==> config.mk <==
export PLATFORM = sky130hd
export DESIGN_NAME = cmc_top
export DESIGN_NICKNAME = d
export VERILOG_FILES = /design/src/verilog/cmc_pkg.sv /design/src/verilog/cmc_top.sv
export VERILOG_INCLUDE_DIRS = /design/src /design/src/verilog
export SDC_FILE = /design/constraint.sdc
export NUM_CORES = 1
export LEC_CHECK = 0
export BUFFER_PORTS_ARGS = -buffer_cell sky130_fd_sc_hd__buf_4
export CAP_MARGIN = 20
export CORE_ASPECT_RATIO = 0.5
export CORE_MARGIN = 5
export CORE_UTILIZATION = 40
export CTS_CLUSTER_SIZE = 40
export DETAILED_ROUTE_END_ITERATION = 10
export PLACE_DENSITY = 0.65
export SETUP_SLACK_MARGIN = 0.1
export SLEW_MARGIN = 20
export SYNTH_ARGS = -nofsm -noshare
export SYNTH_HDL_FRONTEND = slang
export SYNTH_SLANG_ARGS = --single-unit
==> constraint.sdc <==
create_clock -name pclk -period 18.4 [get_ports pclk]
set_input_delay 0.92 -clock pclk [delete_from_list [all_inputs] [get_ports pclk]]
set_output_delay 0.92 -clock pclk [all_outputs]
set_load 0.02 [all_outputs]
==> src/verilog/cmc_regs.svh <==
`ifndef CMC_REGS_SVH
`define CMC_REGS_SVH

`define CMC_CTRL_OFS      12'h000
`define CMC_STATUS_OFS    12'h004

`define CMC_CTRL_FB_BIT   0
`define CMC_CTRL_MODE_LSB 1
`define CMC_CTRL_FIX_LSB  4
`define CMC_CTRL_RESET    7'h01

`define CMC_ST_LOCK_BIT   0
`define CMC_ST_STAT_LSB   1
`define CMC_ST_PHASE_LSB  8
`define CMC_ST_BUSY_BIT   12

`define CMC_PCLK_MHZ      10
`define CMC_STOP_NS       6400
`define CMC_STOP_CYCLES   ((`CMC_STOP_NS * `CMC_PCLK_MHZ) / 1000)
`define CMC_LOCK_EDGES    4096
`define CMC_TAP_MID       6'h08
`define CMC_RCFG_WORDS    8

`endif

==> src/verilog/cmc_pkg.sv <==
package cmc_pkg;
    typedef enum logic [1:0] {
        CMC_MODE_NONE,
        CMC_MODE_FIXED,
        CMC_MODE_VARIABLE,
        CMC_MODE_SPARE
    } cmc_mode_e;

    typedef enum logic [1:0] {
        CMC_LK_WAIT_SRC,
        CMC_LK_LOCKING,
        CMC_LK_LOCKED
    } cmc_lock_e;

    typedef enum logic [1:0] {
        CMC_SH_IDLE,
        CMC_SH_STEP,
        CMC_SH_ARM,
        CMC_SH_DONE
    } cmc_shift_e;

    typedef struct packed {
        logic [3:0] fixed_phase;
        cmc_mode_e  mode;
        logic       fb_en;
    } cmc_ctrl_s;

    // everything arriving from foreign clock domains
    typedef struct packed {
        logic        src;
        logic        fb;
        logic        sclk;
        logic        sdir;
        logic        sreq;
        logic        rclk;
        logic        rwe;
        logic        ren;
        logic [6:0]  raddr;
        logic [15:0] rdata;
    } cmc_pins_s;
endpackage

==> src/verilog/cmc_top.sv <==
`timescale 1ns/100ps
`default_nettype none
`include "cmc_regs.svh"

module cmc_top
    import cmc_pkg::*;
#(
    parameter int LOCK_EDGES = `CMC_LOCK_EDGES
) (
    input  wire logic        pclk,
    input  wire logic        presetn,
    input  wire logic        psel,
    input  wire logic        penable,
    input  wire logic        pwrite,
    input  wire logic [11:0] paddr,
    input  wire logic [31:0] pwdata,
    output var  logic [31:0] prdata,
    output var  logic        pready,
    output var  logic        pslverr,
    input  wire logic        mgr_reset,
    input  wire logic        source_clock_in,
    input  wire logic        feedback_clock_in,
    input  wire logic        shift_clock,
    input  wire logic        shift_direction,
    input  wire logic        shift_request,
    output var  logic        shift_done,
    input  wire logic        reconfig_clock,
    input  wire logic [6:0]  reconfig_address,
    input  wire logic [15:0] reconfig_write_data,
    input  wire logic        reconfig_write_enable,
    input  wire logic        reconfig_access_enable,
    output var  logic [15:0] reconfig_data_out,
    output var  logic        reconfig_ready,
    output var  logic        zero_degree_clock_out,
    output var  logic        locked_out
);
    localparam logic [7:0]  STOP_CYC = 8'(`CMC_STOP_CYCLES);
    localparam logic [15:0] LOCK_LAST = 16'(LOCK_EDGES - 1);

    // core reset: the manager reset pin acts with no clock edge
    logic core_rst_n;
    assign core_rst_n = presetn & ~mgr_reset;

    // ---------------- apb register group ----------------
    cmc_ctrl_s   ctrl_q, ctrl_d;
    logic [31:0] prdata_d;
    logic        pready_d, pslverr_d;
    logic [31:0] status_word;

    always_comb begin
        ctrl_d    = ctrl_q;
        prdata_d  = prdata;
        pslverr_d = 1'b0;
        pready_d  = psel & penable & ~pready;
        if (pready_d) begin
            prdata_d = 32'h0000_0000;
            case (paddr)
                `CMC_CTRL_OFS: begin
                    if (pwrite) begin
                        ctrl_d.fb_en       = pwdata[`CMC_CTRL_FB_BIT];
                        ctrl_d.mode        = cmc_mode_e'(pwdata[`CMC_CTRL_MODE_LSB +: 2]);
                        ctrl_d.fixed_phase = pwdata[`CMC_CTRL_FIX_LSB +: 4];
                    end else begin
                        prdata_d[`CMC_CTRL_FB_BIT]        = ctrl_q.fb_en;
                        prdata_d[`CMC_CTRL_MODE_LSB +: 2] = ctrl_q.mode;
                        prdata_d[`CMC_CTRL_FIX_LSB +: 4]  = ctrl_q.fixed_phase;
                    end
                end
                `CMC_STATUS_OFS: begin
                    if (!pwrite) begin
                        prdata_d = status_word;
                    end
                end
                default: begin
                    pslverr_d = 1'b1;
                end
            endcase
        end
    end

    always_ff @(posedge pclk or negedge presetn) begin
        if (!presetn) begin
            ctrl_q  <= cmc_ctrl_s'(`CMC_CTRL_RESET);
            prdata  <= 32'h0000_0000;
            pready  <= 1'b0;
            pslverr <= 1'b0;
        end else begin
            ctrl_q  <= ctrl_d;
            prdata  <= prdata_d;
            pready  <= pready_d;
            pslverr <= pslverr_d;
        end
    end

    // ---------------- pin synchronisers ----------------
    cmc_pins_s pins, s1_q, s2_q, s3_q, f_q, f_d;
    assign pins = '{src: source_clock_in, fb: feedback_clock_in, sclk: shift_clock,
                    sdir: shift_direction, sreq: shift_request, rclk: reconfig_clock,
                    rwe: reconfig_write_enable, ren: reconfig_access_enable,
                    raddr: reconfig_address, rdata: reconfig_write_data};

    // a bit counts once the second and third stages agree
    always_comb begin
        f_d = f_q;
        for (int i = 0; i < $bits(cmc_pins_s); i++) begin
            if (s2_q[i] == s3_q[i]) begin
                f_d[i] = s3_q[i];
            end
        end
    end

    always_ff @(posedge pclk or negedge presetn) begin
        if (!presetn) begin
            s1_q <= '0;
            s2_q <= '0;
            s3_q <= '0;
            f_q  <= '0;
        end else begin
            s1_q <= pins;
            s2_q <= s1_q;
            s3_q <= s2_q;
            f_q  <= f_d;
        end
    end

    logic src_rise, fb_rise, sclk_rise, rclk_rise;
    assign src_rise  = f_d.src & ~f_q.src;
    assign fb_rise   = f_d.fb & ~f_q.fb;
    assign sclk_rise = f_d.sclk & ~f_q.sclk;
    assign rclk_rise = f_d.rclk & ~f_q.rclk;

    // ---------------- clock manager core ----------------
    cmc_lock_e   lk_q, lk_d;
    cmc_shift_e  sh_q, sh_d;
    logic [31:0] line_q, line_d;
    logic [3:0]  base_q, base_d;
    logic [3:0]  phase_q, phase_d, target_q, target_d;
    logic [4:0]  tap_q, tap_d, tap_want;
    logic [15:0] lock_cnt_q, lock_cnt_d;
    logic [7:0]  fb_age_q, fb_age_d;
    logic [7:0]  idle_q [3], idle_d [3];
    logic        ovf_q, ovf_d, fx_stop_q, fx_stop_d;
    logic        clk_q, clk_d, lock_q, lock_d, done_q, done_d;
    logic [15:0] mem_q [`CMC_RCFG_WORDS], mem_d [`CMC_RCFG_WORDS];
    logic [15:0] rdo_q, rdo_d;
    logic        rdy_q, rdy_d;
    logic [3:0]  status;
    logic [4:0]  target_sum;

    // unlocked means all status reads as zero
    assign status = lock_q ? {idle_q[1] == STOP_CYC && ctrl_q.fb_en, fx_stop_q,
                              idle_q[0] == STOP_CYC, ovf_q} : 4'h0;

    always_comb begin
        status_word = 32'h0000_0000;
        status_word[`CMC_ST_LOCK_BIT]       = lock_q;
        status_word[`CMC_ST_STAT_LSB +: 4]  = status;
        status_word[`CMC_ST_PHASE_LSB +: 4] = phase_q;
        status_word[`CMC_ST_BUSY_BIT]       = (sh_q != CMC_SH_IDLE);
    end

    always_comb begin
        lk_d       = lk_q;
        sh_d       = sh_q;
        base_d     = base_q;
        phase_d    = phase_q;
        target_d   = target_q;
        lock_cnt_d = lock_cnt_q;
        ovf_d      = ovf_q;
        lock_d     = lock_q;
        done_d     = done_q;
        mem_d      = mem_q;
        rdo_d      = rdo_q;
        rdy_d      = rdy_q;
        line_d     = {line_q[30:0], f_q.src};
        fb_age_d   = fb_rise ? 8'h00 : (fb_age_q == 8'hff ? fb_age_q : fb_age_q + 8'h01);
        // tap = deskew base + mid point + signed phase offset
        tap_want   = 5'(6'(base_q) + `CMC_TAP_MID + {{2{phase_q[3]}}, phase_q});
        target_sum = 5'({target_q[3], target_q}
                   + (f_d.sdir ? 5'h01 : 5'h1f));
        // move the tap only where old and new taps carry the same level
        tap_d = (line_q[tap_q] == line_q[tap_want]) ? tap_want : tap_q;
        clk_d = line_q[tap_q];
        fx_stop_d = fx_stop_q | (lock_q && idle_q[2] == STOP_CYC);
        idle_d[0] = src_rise ? 8'h00 : (idle_q[0] == STOP_CYC ? STOP_CYC : idle_q[0] + 8'h01);
        idle_d[1] = fb_rise ? 8'h00 : (idle_q[1] == STOP_CYC ? STOP_CYC : idle_q[1] + 8'h01);
        idle_d[2] = (clk_d & ~clk_q) ? 8'h00
                  : (idle_q[2] == STOP_CYC ? STOP_CYC : idle_q[2] + 8'h01);

        case (lk_q)
            CMC_LK_WAIT_SRC: begin
                if (src_rise) begin
                    lk_d       = CMC_LK_LOCKING;
                    lock_cnt_d = 16'h0000;
                end
            end
            CMC_LK_LOCKING: begin
                if (src_rise) begin
                    if (ctrl_q.fb_en && fb_age_q > 8'h01) begin
                        base_d     = base_q + 4'h1;
                        lock_cnt_d = 16'h0000;
                    end else if (lock_cnt_q == LOCK_LAST) begin
                        lk_d    = CMC_LK_LOCKED;
                        lock_d  = 1'b1;
                        phase_d = (ctrl_q.mode == CMC_MODE_FIXED) ? ctrl_q.fixed_phase : 4'h0;
                    end else begin
                        lock_cnt_d = lock_cnt_q + 16'h0001;
                    end
                end
            end
            CMC_LK_LOCKED: begin
            end
            default: begin
                lk_d = CMC_LK_WAIT_SRC;
            end
        endcase

        case (sh_q)
            CMC_SH_IDLE: begin
                if (sclk_rise && f_d.sreq && lock_q && ctrl_q.mode == CMC_MODE_VARIABLE) begin
                    if (target_sum[4] != target_sum[3]) begin
                        ovf_d = 1'b1;
                        sh_d  = CMC_SH_ARM;
                    end else begin
                        target_d = target_sum[3:0];
                        sh_d     = CMC_SH_STEP;
                    end
                end
            end
            CMC_SH_STEP: begin
                // one step per source cycle, done only when the tap has settled
                if (src_rise && phase_q != target_q) begin
                    phase_d = target_q;
                end else if (phase_q == target_q && tap_q == tap_want) begin
                    sh_d = CMC_SH_ARM;
                end
            end
            CMC_SH_ARM: begin
                if (sclk_rise) begin
                    done_d = 1'b1;
                    sh_d   = CMC_SH_DONE;
                end
            end
            CMC_SH_DONE: begin
                if (sclk_rise) begin
                    done_d = 1'b0;
                    sh_d   = CMC_SH_IDLE;
                end
            end
            default: begin
                sh_d = CMC_SH_IDLE;
            end
        endcase

        if (rclk_rise) begin
            rdy_d = 1'b0;
            if (f_d.ren) begin
                rdy_d = 1'b1;
                rdo_d = 16'h0000;
                if (f_d.raddr < 7'(`CMC_RCFG_WORDS)) begin
                    rdo_d = mem_q[f_d.raddr[2:0]];
                    if (f_d.rwe) begin
                        mem_d[f_d.raddr[2:0]] = f_d.rdata;
                    end
                end
            end
        end
        if (!f_q.ren && !rdy_d) begin
            rdo_d = {12'h000, status};
        end
    end

    always_ff @(posedge pclk or negedge core_rst_n) begin
        if (!core_rst_n) begin
            lk_q       <= CMC_LK_WAIT_SRC;
            sh_q       <= CMC_SH_IDLE;
            line_q     <= 32'h0000_0000;
            base_q     <= 4'h0;
            phase_q    <= 4'h0;
            target_q   <= 4'h0;
            tap_q      <= 5'h00;
            lock_cnt_q <= 16'h0000;
            fb_age_q   <= 8'hff;
            ovf_q      <= 1'b0;
            fx_stop_q  <= 1'b0;
            clk_q      <= 1'b0;
            lock_q     <= 1'b0;
            done_q     <= 1'b0;
            rdo_q      <= 16'h0000;
            rdy_q      <= 1'b0;
            for (int i = 0; i < 3; i++) begin
                idle_q[i] <= 8'h00;
            end
            for (int i = 0; i < `CMC_RCFG_WORDS; i++) begin
                mem_q[i] <= 16'h0000;
            end
        end else begin
            lk_q       <= lk_d;
            sh_q       <= sh_d;
            line_q     <= line_d;
            base_q     <= base_d;
            phase_q    <= phase_d;
            target_q   <= target_d;
            tap_q      <= tap_d;
            lock_cnt_q <= lock_cnt_d;
            fb_age_q   <= fb_age_d;
            ovf_q      <= ovf_d;
            fx_stop_q  <= fx_stop_d;
            clk_q      <= clk_d;
            lock_q     <= lock_d;
            done_q     <= done_d;
            rdo_q      <= rdo_d;
            rdy_q      <= rdy_d;
            idle_q     <= idle_d;
            mem_q      <= mem_d;
        end
    end

    assign zero_degree_clock_out = clk_q;
    assign locked_out            = lock_q;
    assign shift_done            = done_q;
    assign reconfig_data_out     = rdo_q;
    assign reconfig_ready        = rdy_q;
endmodule // cmc_top

`default_nettype wire
==> results.yml, run 1 <==
status:
  status: "completed"
min_path:
  hold_class: "input port to asynchronous set/reset pin"
logic_synthesis:
  synthAdderAreaFrac: 0.0289
  synth_top_family_by_area: "simple AND/OR/NAND/NOR gates"
  async_flop_share: 1.00
  synth_edf_count: 0
  synth_largest_area_cell: "dfrtp_1"
  ys_seq_elements: 397
  synthTopCellsByArea: "dfrtp_1 (60%), nand2_1 (5.1%), o21ai_0 (4.9%)"
  synth-compound-area-share: 0.115
  synth_top_area_share: 0.602
  ys_types: 68
  postSynthAreaPerCell_um2: 11.5
  synthXorXnorAreaFrac: 0.0265
  ys.flop_type: "dfrtp_1"
  ys.warnings.count: 0
  synth_seq_area_share: 0.616
  synthMuxAreaShare: 0.0609
  synthSimpleGateAreaFrac: 0.117
  netlist_instances: 1404
  syn_area_um2: 16100
clock_tree:
  hold_buffers: 0
  cts-root-buf: "clkbuf_16"
  clock-sinks: 397
  clk_transition_reported_paths_ps: 70
  clock_latency_ps: 550
  cts-resized-gates: 0
  cts_buffer_depth: 3
  cts_max_level: 2
  numCtsBuffers: 37
  tritoncts: "done"
  post-cts-setup-buffers: 0
cells_and_area:
  final_common_cell: "dfrtp_1"
  layout_common_cells: "dfrtp_1 (388), nand2_1 (219), o21ai_0 (158), buf_4 (107), nor2_1 (84)"
  drive_above_1_share: 0.161
  post-route-util: 0.463
  fin_nets: 1604
  area_growth_pct: 15.2
  fillerInstances: 3671
  multi_input_area_um2: 5700
  final_cells: 2063
  seq_area_um2: 9950
  diodes: 0
timing:
  worstMarginPinSlew_ps: 950
  fmax_mhz: 303
  final-setup-viol-count: 0
  tns_ps: 0
  clock_skew_ps: 22.3
  hold_viol_final: 0
  rsz0062_at_grt: "false"
  drv_slew: 0
  fin_crit_ps: 3300
  fin_crit_sh: 0.179
  slew_headroom: 0.367
floorplanning:
  die_y_um: 152
  fp.dieW_um: 294
  die_area_um2: 44700
  initial_core_util: 0.402
  rows: 52
  core_area_um2: 40100
  pin_count: 135
place:
  io_buffers: 90
  dp_hpwl_um: 21800
  dp_cells: 1996
  place.gp.congestion: 0.780
routing:
  route.detailed.drc: 0
  antenna_left: 0
  dr.pass1.iters: 4
  wl_met1_um: 15500
  dr_wl_met3_um: 1410
  avgRoutedWirePerCell_um: 16.3
  totalWireLength_um: 33500
  dr.max_layer_used: "met4"
  vias: 10400
  first_iter_violations: 596
  dr_wl_met2_um: 15900
  vias_per_cell: 5.05
pwr:
  powerDensity_nw_per_um2: 103
  ir_worst_vdd_mv: 0.0571
  finalPower_mw: 1.92
  total_leakage_power_nw: 8.64
critical_path:
  rrSetupSlack_ps: 15100
  cp.required_ps: 18790
  cp_max_fo: 34
  crit_top_cell: "buf_4"
  critPathCaptureType: "register"
  slowest_delay_ps: 610
  worst_setup_path_start_kind: "register"
  worstPathArrival_ps: 3690
  crit_type: "register to register"
  cp_cell_sequence: "a21o_1 -> o21ai_2 -> buf_4 -> clkinv_1 -> buf_4 -> mux4_2 -> nand2_1 -> o21ai_0 -> a221oi_1 -> a21oi_1"
  cp_slowest_cell: "clkinv_1"
grt:
  antenna_found_initial: 0
  grt_max_degree: 81
  grt_pass1_vias: 10400
  grt_pass1_wl_um: 55900
  globalRouteTotalUtil: 0.152
  grt_remaining_overflow: 0
run:
  drv_cap: 0
-- synth_stat cells (20+ instances only) --
library cell,instances
buf_4,21
o21ai_1,20
mux2i_1,28
ha_1,25
dfrtp_1,388
a21oi_1,20
inv_1,46
nand2_1,219
clkbuf_1,46
mux2_2,21
nor2_1,85
o21ai_0,159
xnor2_1,21
nand3_1,38
a21o_1,24
xor2_1,26
-- metrics by stage --
stage / hold WS [ps] / instance area (um^2) / worst slack, ps
after floorplan: 331 / 16200 / 1510
after global placement: 331 / 17300 / 14290
after detailed placement: 335 / 17300 / 14290
after CTS: 311 / 18600 / 14860
after global routing: 330 / 18600 / 14920
final: 305 / 18600 / 15100
-- cell type report --
| cell class | instances | area share |
|---|---|---|
| sequential | 397 | 0.535 |
| multi-input combinational | 903 | 0.307 |
| clock buffer | 55 | 0.0600 |
| timing repair buffer | 110 | 0.0459 |
| tap | 540 | 0.0364 |
| inverter | 47 | 0.00949 |
| clock inverter | 11 | 0.00619 |
-- critical path: cells and delay by family (launching register included) --
kind            cells  cell delay [ps]
compound gates      5              810
simple gates        1               70
flops               1              420
mux                 1              430
buf+inv             3             1420
-- sequential cells by signal, summed over array words and instances, names as in the netlist, 2 cells and up --
register,count
sh_q,2
line_q,32
ctrl_q,7
tap_q,5
reconfig_data_out,16
s2_q,31
fb_age_q,8
mem_q,128
f_q,31
lk_q,2
prdata,13
target_q,4
phase_q,4
s1_q,31
base_q,4
lock_cnt_q,16
idle_q,24
s3_q,31
-- where the power goes --
| part | total, mW | switching [mW] | internal [mW] |
|---|---|---|---|
| Sequential | 0.972 | 0.0429 | 0.929 |
| Clock | 0.770 | 0.332 | 0.438 |
| Combinational | 0.178 | 0.110 | 0.0683 |
-- cell families after synthesis --
logic type | count (synthesis)
other | 1
adder cells (fa/ha/maj) | 38
buffers and inverters | 122
AO/OA/AOI/OAI | 302
XOR/XNOR | 48
AND/OR/NAND/NOR | 423
multiplexers | 73
flip-flops | 397
-- final timing paths --
path,to,cells after the start,from
min reg2reg,s2_q[4]$_DFF_PN0_,0,s1_q[4]$_DFF_PN0_
min,s3_q[27]$_DFF_PN0_,1,presetn
max in group asynchronous,line_q[23]$_DFF_PN0_,4,presetn
max reg2reg,reconfig_data_out[0]$_DFFE_PN0P_,10,s2_q[16]$_DFF_PN0_
max,reconfig_data_out[0]$_DFFE_PN0P_,10,s2_q[16]$_DFF_PN0_
min in group pclk,s2_q[4]$_DFF_PN0_,0,s1_q[4]$_DFF_PN0_
-- routing by layer --
| metal | global-route usage | vias to the layer above |
|---|---|---|
| li1 | - | 5008 |
| met1 | 0.212 | 5180 |
| met2 | 0.247 | 173 |
| met3 | 0.0293 | 55 |
| met4 | 0.0399 | 0 |
| met5 | 0 | - |
(Power assumes the default switching activity.)
==> run 2: changes to the inputs <==
--- a/config.mk
+++ b/config.mk
@@ -6,6 +6,7 @@
 export SDC_FILE = /design/constraint.sdc
 export NUM_CORES = 1
 export LEC_CHECK = 0
+export ABC_AREA = 1
 export BUFFER_PORTS_ARGS = -buffer_cell sky130_fd_sc_hd__buf_4
 export CAP_MARGIN = 20
 export CORE_ASPECT_RATIO = 0.5
==> constraint.sdc (replaced) <==
create_clock -name pclk -period 3.2 [get_ports pclk]
set_input_delay 0.16 -clock pclk [delete_from_list [all_inputs] [get_ports pclk]]
set_output_delay 0.16 -clock pclk [all_outputs]
set_load 0.02 [all_outputs]
==> results.yml, run 2 <==
routing:
  vias_per_cell: 4.89
  dr.pass1.iters: 6
  antenna_left: 0
  totalWireLength_um: 40300
  avgRoutedWirePerCell_um: 15.3
  route.detailed.drc: 0
  vias: 12900
  first_iter_violations: 888
grt:
  antenna_found_initial: 1
  grt_pass1_wl_um: 66500
  grt_max_degree: 147
  grt_remaining_overflow: 0
  globalRouteTotalUtil: 0.173
  grt_pass1_vias: 12800
logic_synthesis:
  post-synth-top-count-cell: "nand2_1"
  async_flop_share: 1.00
  ys.flop_type: "dfrtp_1"
  synthTopCellsByArea: "dfrtp_1 (57%), nand2_1 (14%), nand3_1 (4.0%)"
  synth_seq_area_share: 0.581
  ys.warnings.count: 0
  netlist_instances: 1881
  synth_largest_area_cell: "dfrtp_1"
  ys_seq_elements: 397
  ys_types: 49
  synth_top_area_share: 0.567
  syn_area_um2: 17100
  postSynthAreaPerCell_um2: 9.10
  synth_edf_count: 0
  ys_top_cells_by_count: "nand2_1 (627), dfrtp_1 (388), inv_1 (144)"
cells_and_area:
  regMostFlops: "mem_q"
  drive_above_1_share: 0.118
  post-route-util: 0.479
  area_growth_pct: 17.9
  largest_reg_flops: 128
  layout_common_cells: "nand2_1 (627), dfrtp_1 (388), inv_1 (143), nand3_1 (137), buf_4 (116)"
  final_common_cell: "nand2_1"
  final_area_um2: 20200
  fillerInstances: 3987
  reg.largest.list: "mem_q (128), line_q (32)"
  final_cells: 2637
  fin_nets: 2139
place:
  io_buffers: 90
  postPlaceCellArea_um2: 18500
  place_ws_ps: 432
  dp_hpwl_um: 26400
  place.gp.congestion: 0.857
  dp_cells: 2527
critical_path:
  rr_worst_depth: 14
  cp_slowest_cell: "dfrtp_1"
  rrSetupSlack_ps: 430
  r2r-start: "phase_q[1]$_DFF_PN0_"
  crit_top_cell: "nand2_1"
  cp_cell_sequence: "ha_1 -> ha_1 -> inv_1 -> fa_1 -> xnor2_1 -> inv_1 -> nand2_1 -> nand2_1 -> nor3_1 -> nand2_1 -> nand2_1 -> nand2_1 -> nand2_1 -> nand2_1"
  cp.required_ps: 3620
  worst_setup_path_start_kind: "register"
  cp_max_fo: 5
  worstReg2RegEnd: "sh_q[0]$_DFFE_PN0P_"
  worstPathArrival_ps: 3190
  critPathCaptureType: "register"
  crit_type: "register to register"
  setup.worst_path.start: "phase_q[1]$_DFF_PN0_"
  slowest_delay_ps: 420
pwr:
  finalPower_mw: 11.4
  total_leakage_power_nw: 9.87
  ir_worst_vdd_mv: 0.295
  powerDensity_nw_per_um2: 566
timing:
  final-setup-viol-count: 0
  final.setup.worst_slack_ps: 430
  fin_crit_sh: 0.866
  clock_skew_ps: 31.9
  rsz0062_at_grt: "false"
  hold_viol_final: 0
  fmax_mhz: 361
  fin_crit_ps: 2770
  drv_slew: 0
  slew_headroom: 0.408
  worstMarginPinSlew_ps: 886
floorplanning:
  fp.dieW_um: 303
  die_y_um: 156
  core_area_um2: 42200
  initial_core_util: 0.406
  rows: 53
  die_area_um2: 47300
  pin_count: 135
min_path:
  hold_path_end: "prdata[0]$_DFFE_PN0P_"
  min_path_cells: 4
  hold_class: "input port to register"
  hp-start: "pwrite"
clock_tree:
  cts-root-buf: "clkbuf_16"
  cts_max_level: 2
  numCtsBuffers: 37
  cts-resized-gates: 0
  clk_transition_reported_paths_ps: 60
  clock-sinks: 397
  clock_latency_ps: 550
  cts_buffer_depth: 3
  tritoncts: "done"
status:
  status: "completed"
run:
  drv_cap: 0
run 2: changes by cell type in the layout (fill, tap and decap cells not counted), sizes merged, moves of 29 or more:
| cell | delta |
|---|---|
| a21oi | +35 |
| dlygate4sd3 | +42 |
| inv | +105 |
| mux2 | -29 |
| nand2 | +413 |
| nand3 | +104 |
| o21ai | -42 |
run 2: worst max-delay path, delay by kind of cell (launching register included):
| kind | cells | cell delay [ps] |
|---|---|---|
| adders and majority gates | 3 | 860 |
| and+or+nand+nor | 8 | 760 |
| DFF | 1 | 420 |
| xor gates and xnor gates | 1 | 410 |
| buffers and inverters | 2 | 210 |
run 2: final cells by class:
class / instances / area [um^2] / share of cell area
Multi-Input combinational cell: 1278 / 6240 / 0.309
Antenna cell: 1 / 2.50 / 0.000124
Clock inverter: 15 / 173 / 0.00855
Sequential cell: 397 / 9950 / 0.492
Inverter: 152 / 584 / 0.0289
Tap cell: 577 / 722 / 0.0357
Clock buffer: 52 / 1100 / 0.0547
Timing Repair Buffer: 165 / 1420 / 0.0704
run 2: through the flow:
step	setup TNS, ps	hold WS [ps]
floorplan	-482770	-136
global route	0	46.4
finish	0	25.1
CTS	0	7.12
global placement	0	269
detailed placement	0	270
run 2: kinds of logic (layout without fill, tap and decap cells):
| kind of cell | Yosys count | count (layout) | share of synthesized area |
|---|---|---|---|
| simple gates | 955 | 955 | 0.239 |
| flops | 397 | 397 | 0.581 |
| buf+inv | 224 | 384 | 0.0592 |
| compound gates | 220 | 220 | 0.0693 |
| fa+ha+maj | 48 | 48 | 0.0329 |
| xor+xnor | 34 | 34 | 0.0174 |
| mux | 2 | 2 | 0.00131 |
| other cells | 1 | 20 | 0.000219 |
run 2: metal layers:
metal / routed length [um] / track usage
met3: 1790 / 0.0301
met2: 19600 / 0.296
met5: 0 / 0
met1: 17900 / 0.230
met4: 906 / 0.0490
run 2: where the power goes:
| group | total, mW | switching, mW | internal (mW) |
|---|---|---|---|
| clock | 4.64 | 1.96 | 2.67 |
| sequential | 5.54 | 0.206 | 5.33 |
| combinational | 1.26 | 0.813 | 0.445 |
run 2: timing repair:
action                                  in CTS  in global routing
endpoints found under the setup margin       0                  0
hold buffers                                42                  0
hold endpoints to repair                   199                  0
setup buffers                                0                  0
run 2: worst max-delay path by stage:
stage / endpoint / slack, ps / cells after the start
4_1_cts: sh_q[0]$_DFFE_PN0P_ / 400 / 14
3_3_place_gp: sh_q[1]$_DFFE_PN0P_ / 550 / 14
5_1_grt: sh_q[0]$_DFFE_PN0P_ / 180 / 14
2_1_floorplan: base_q[0]$_DFFE_PN0P_ / -1970 / 2
6_report: sh_q[0]$_DFFE_PN0P_ / 430 / 14
3_5_place_dp: sh_q[0]$_DFFE_PN0P_ / 430 / 14
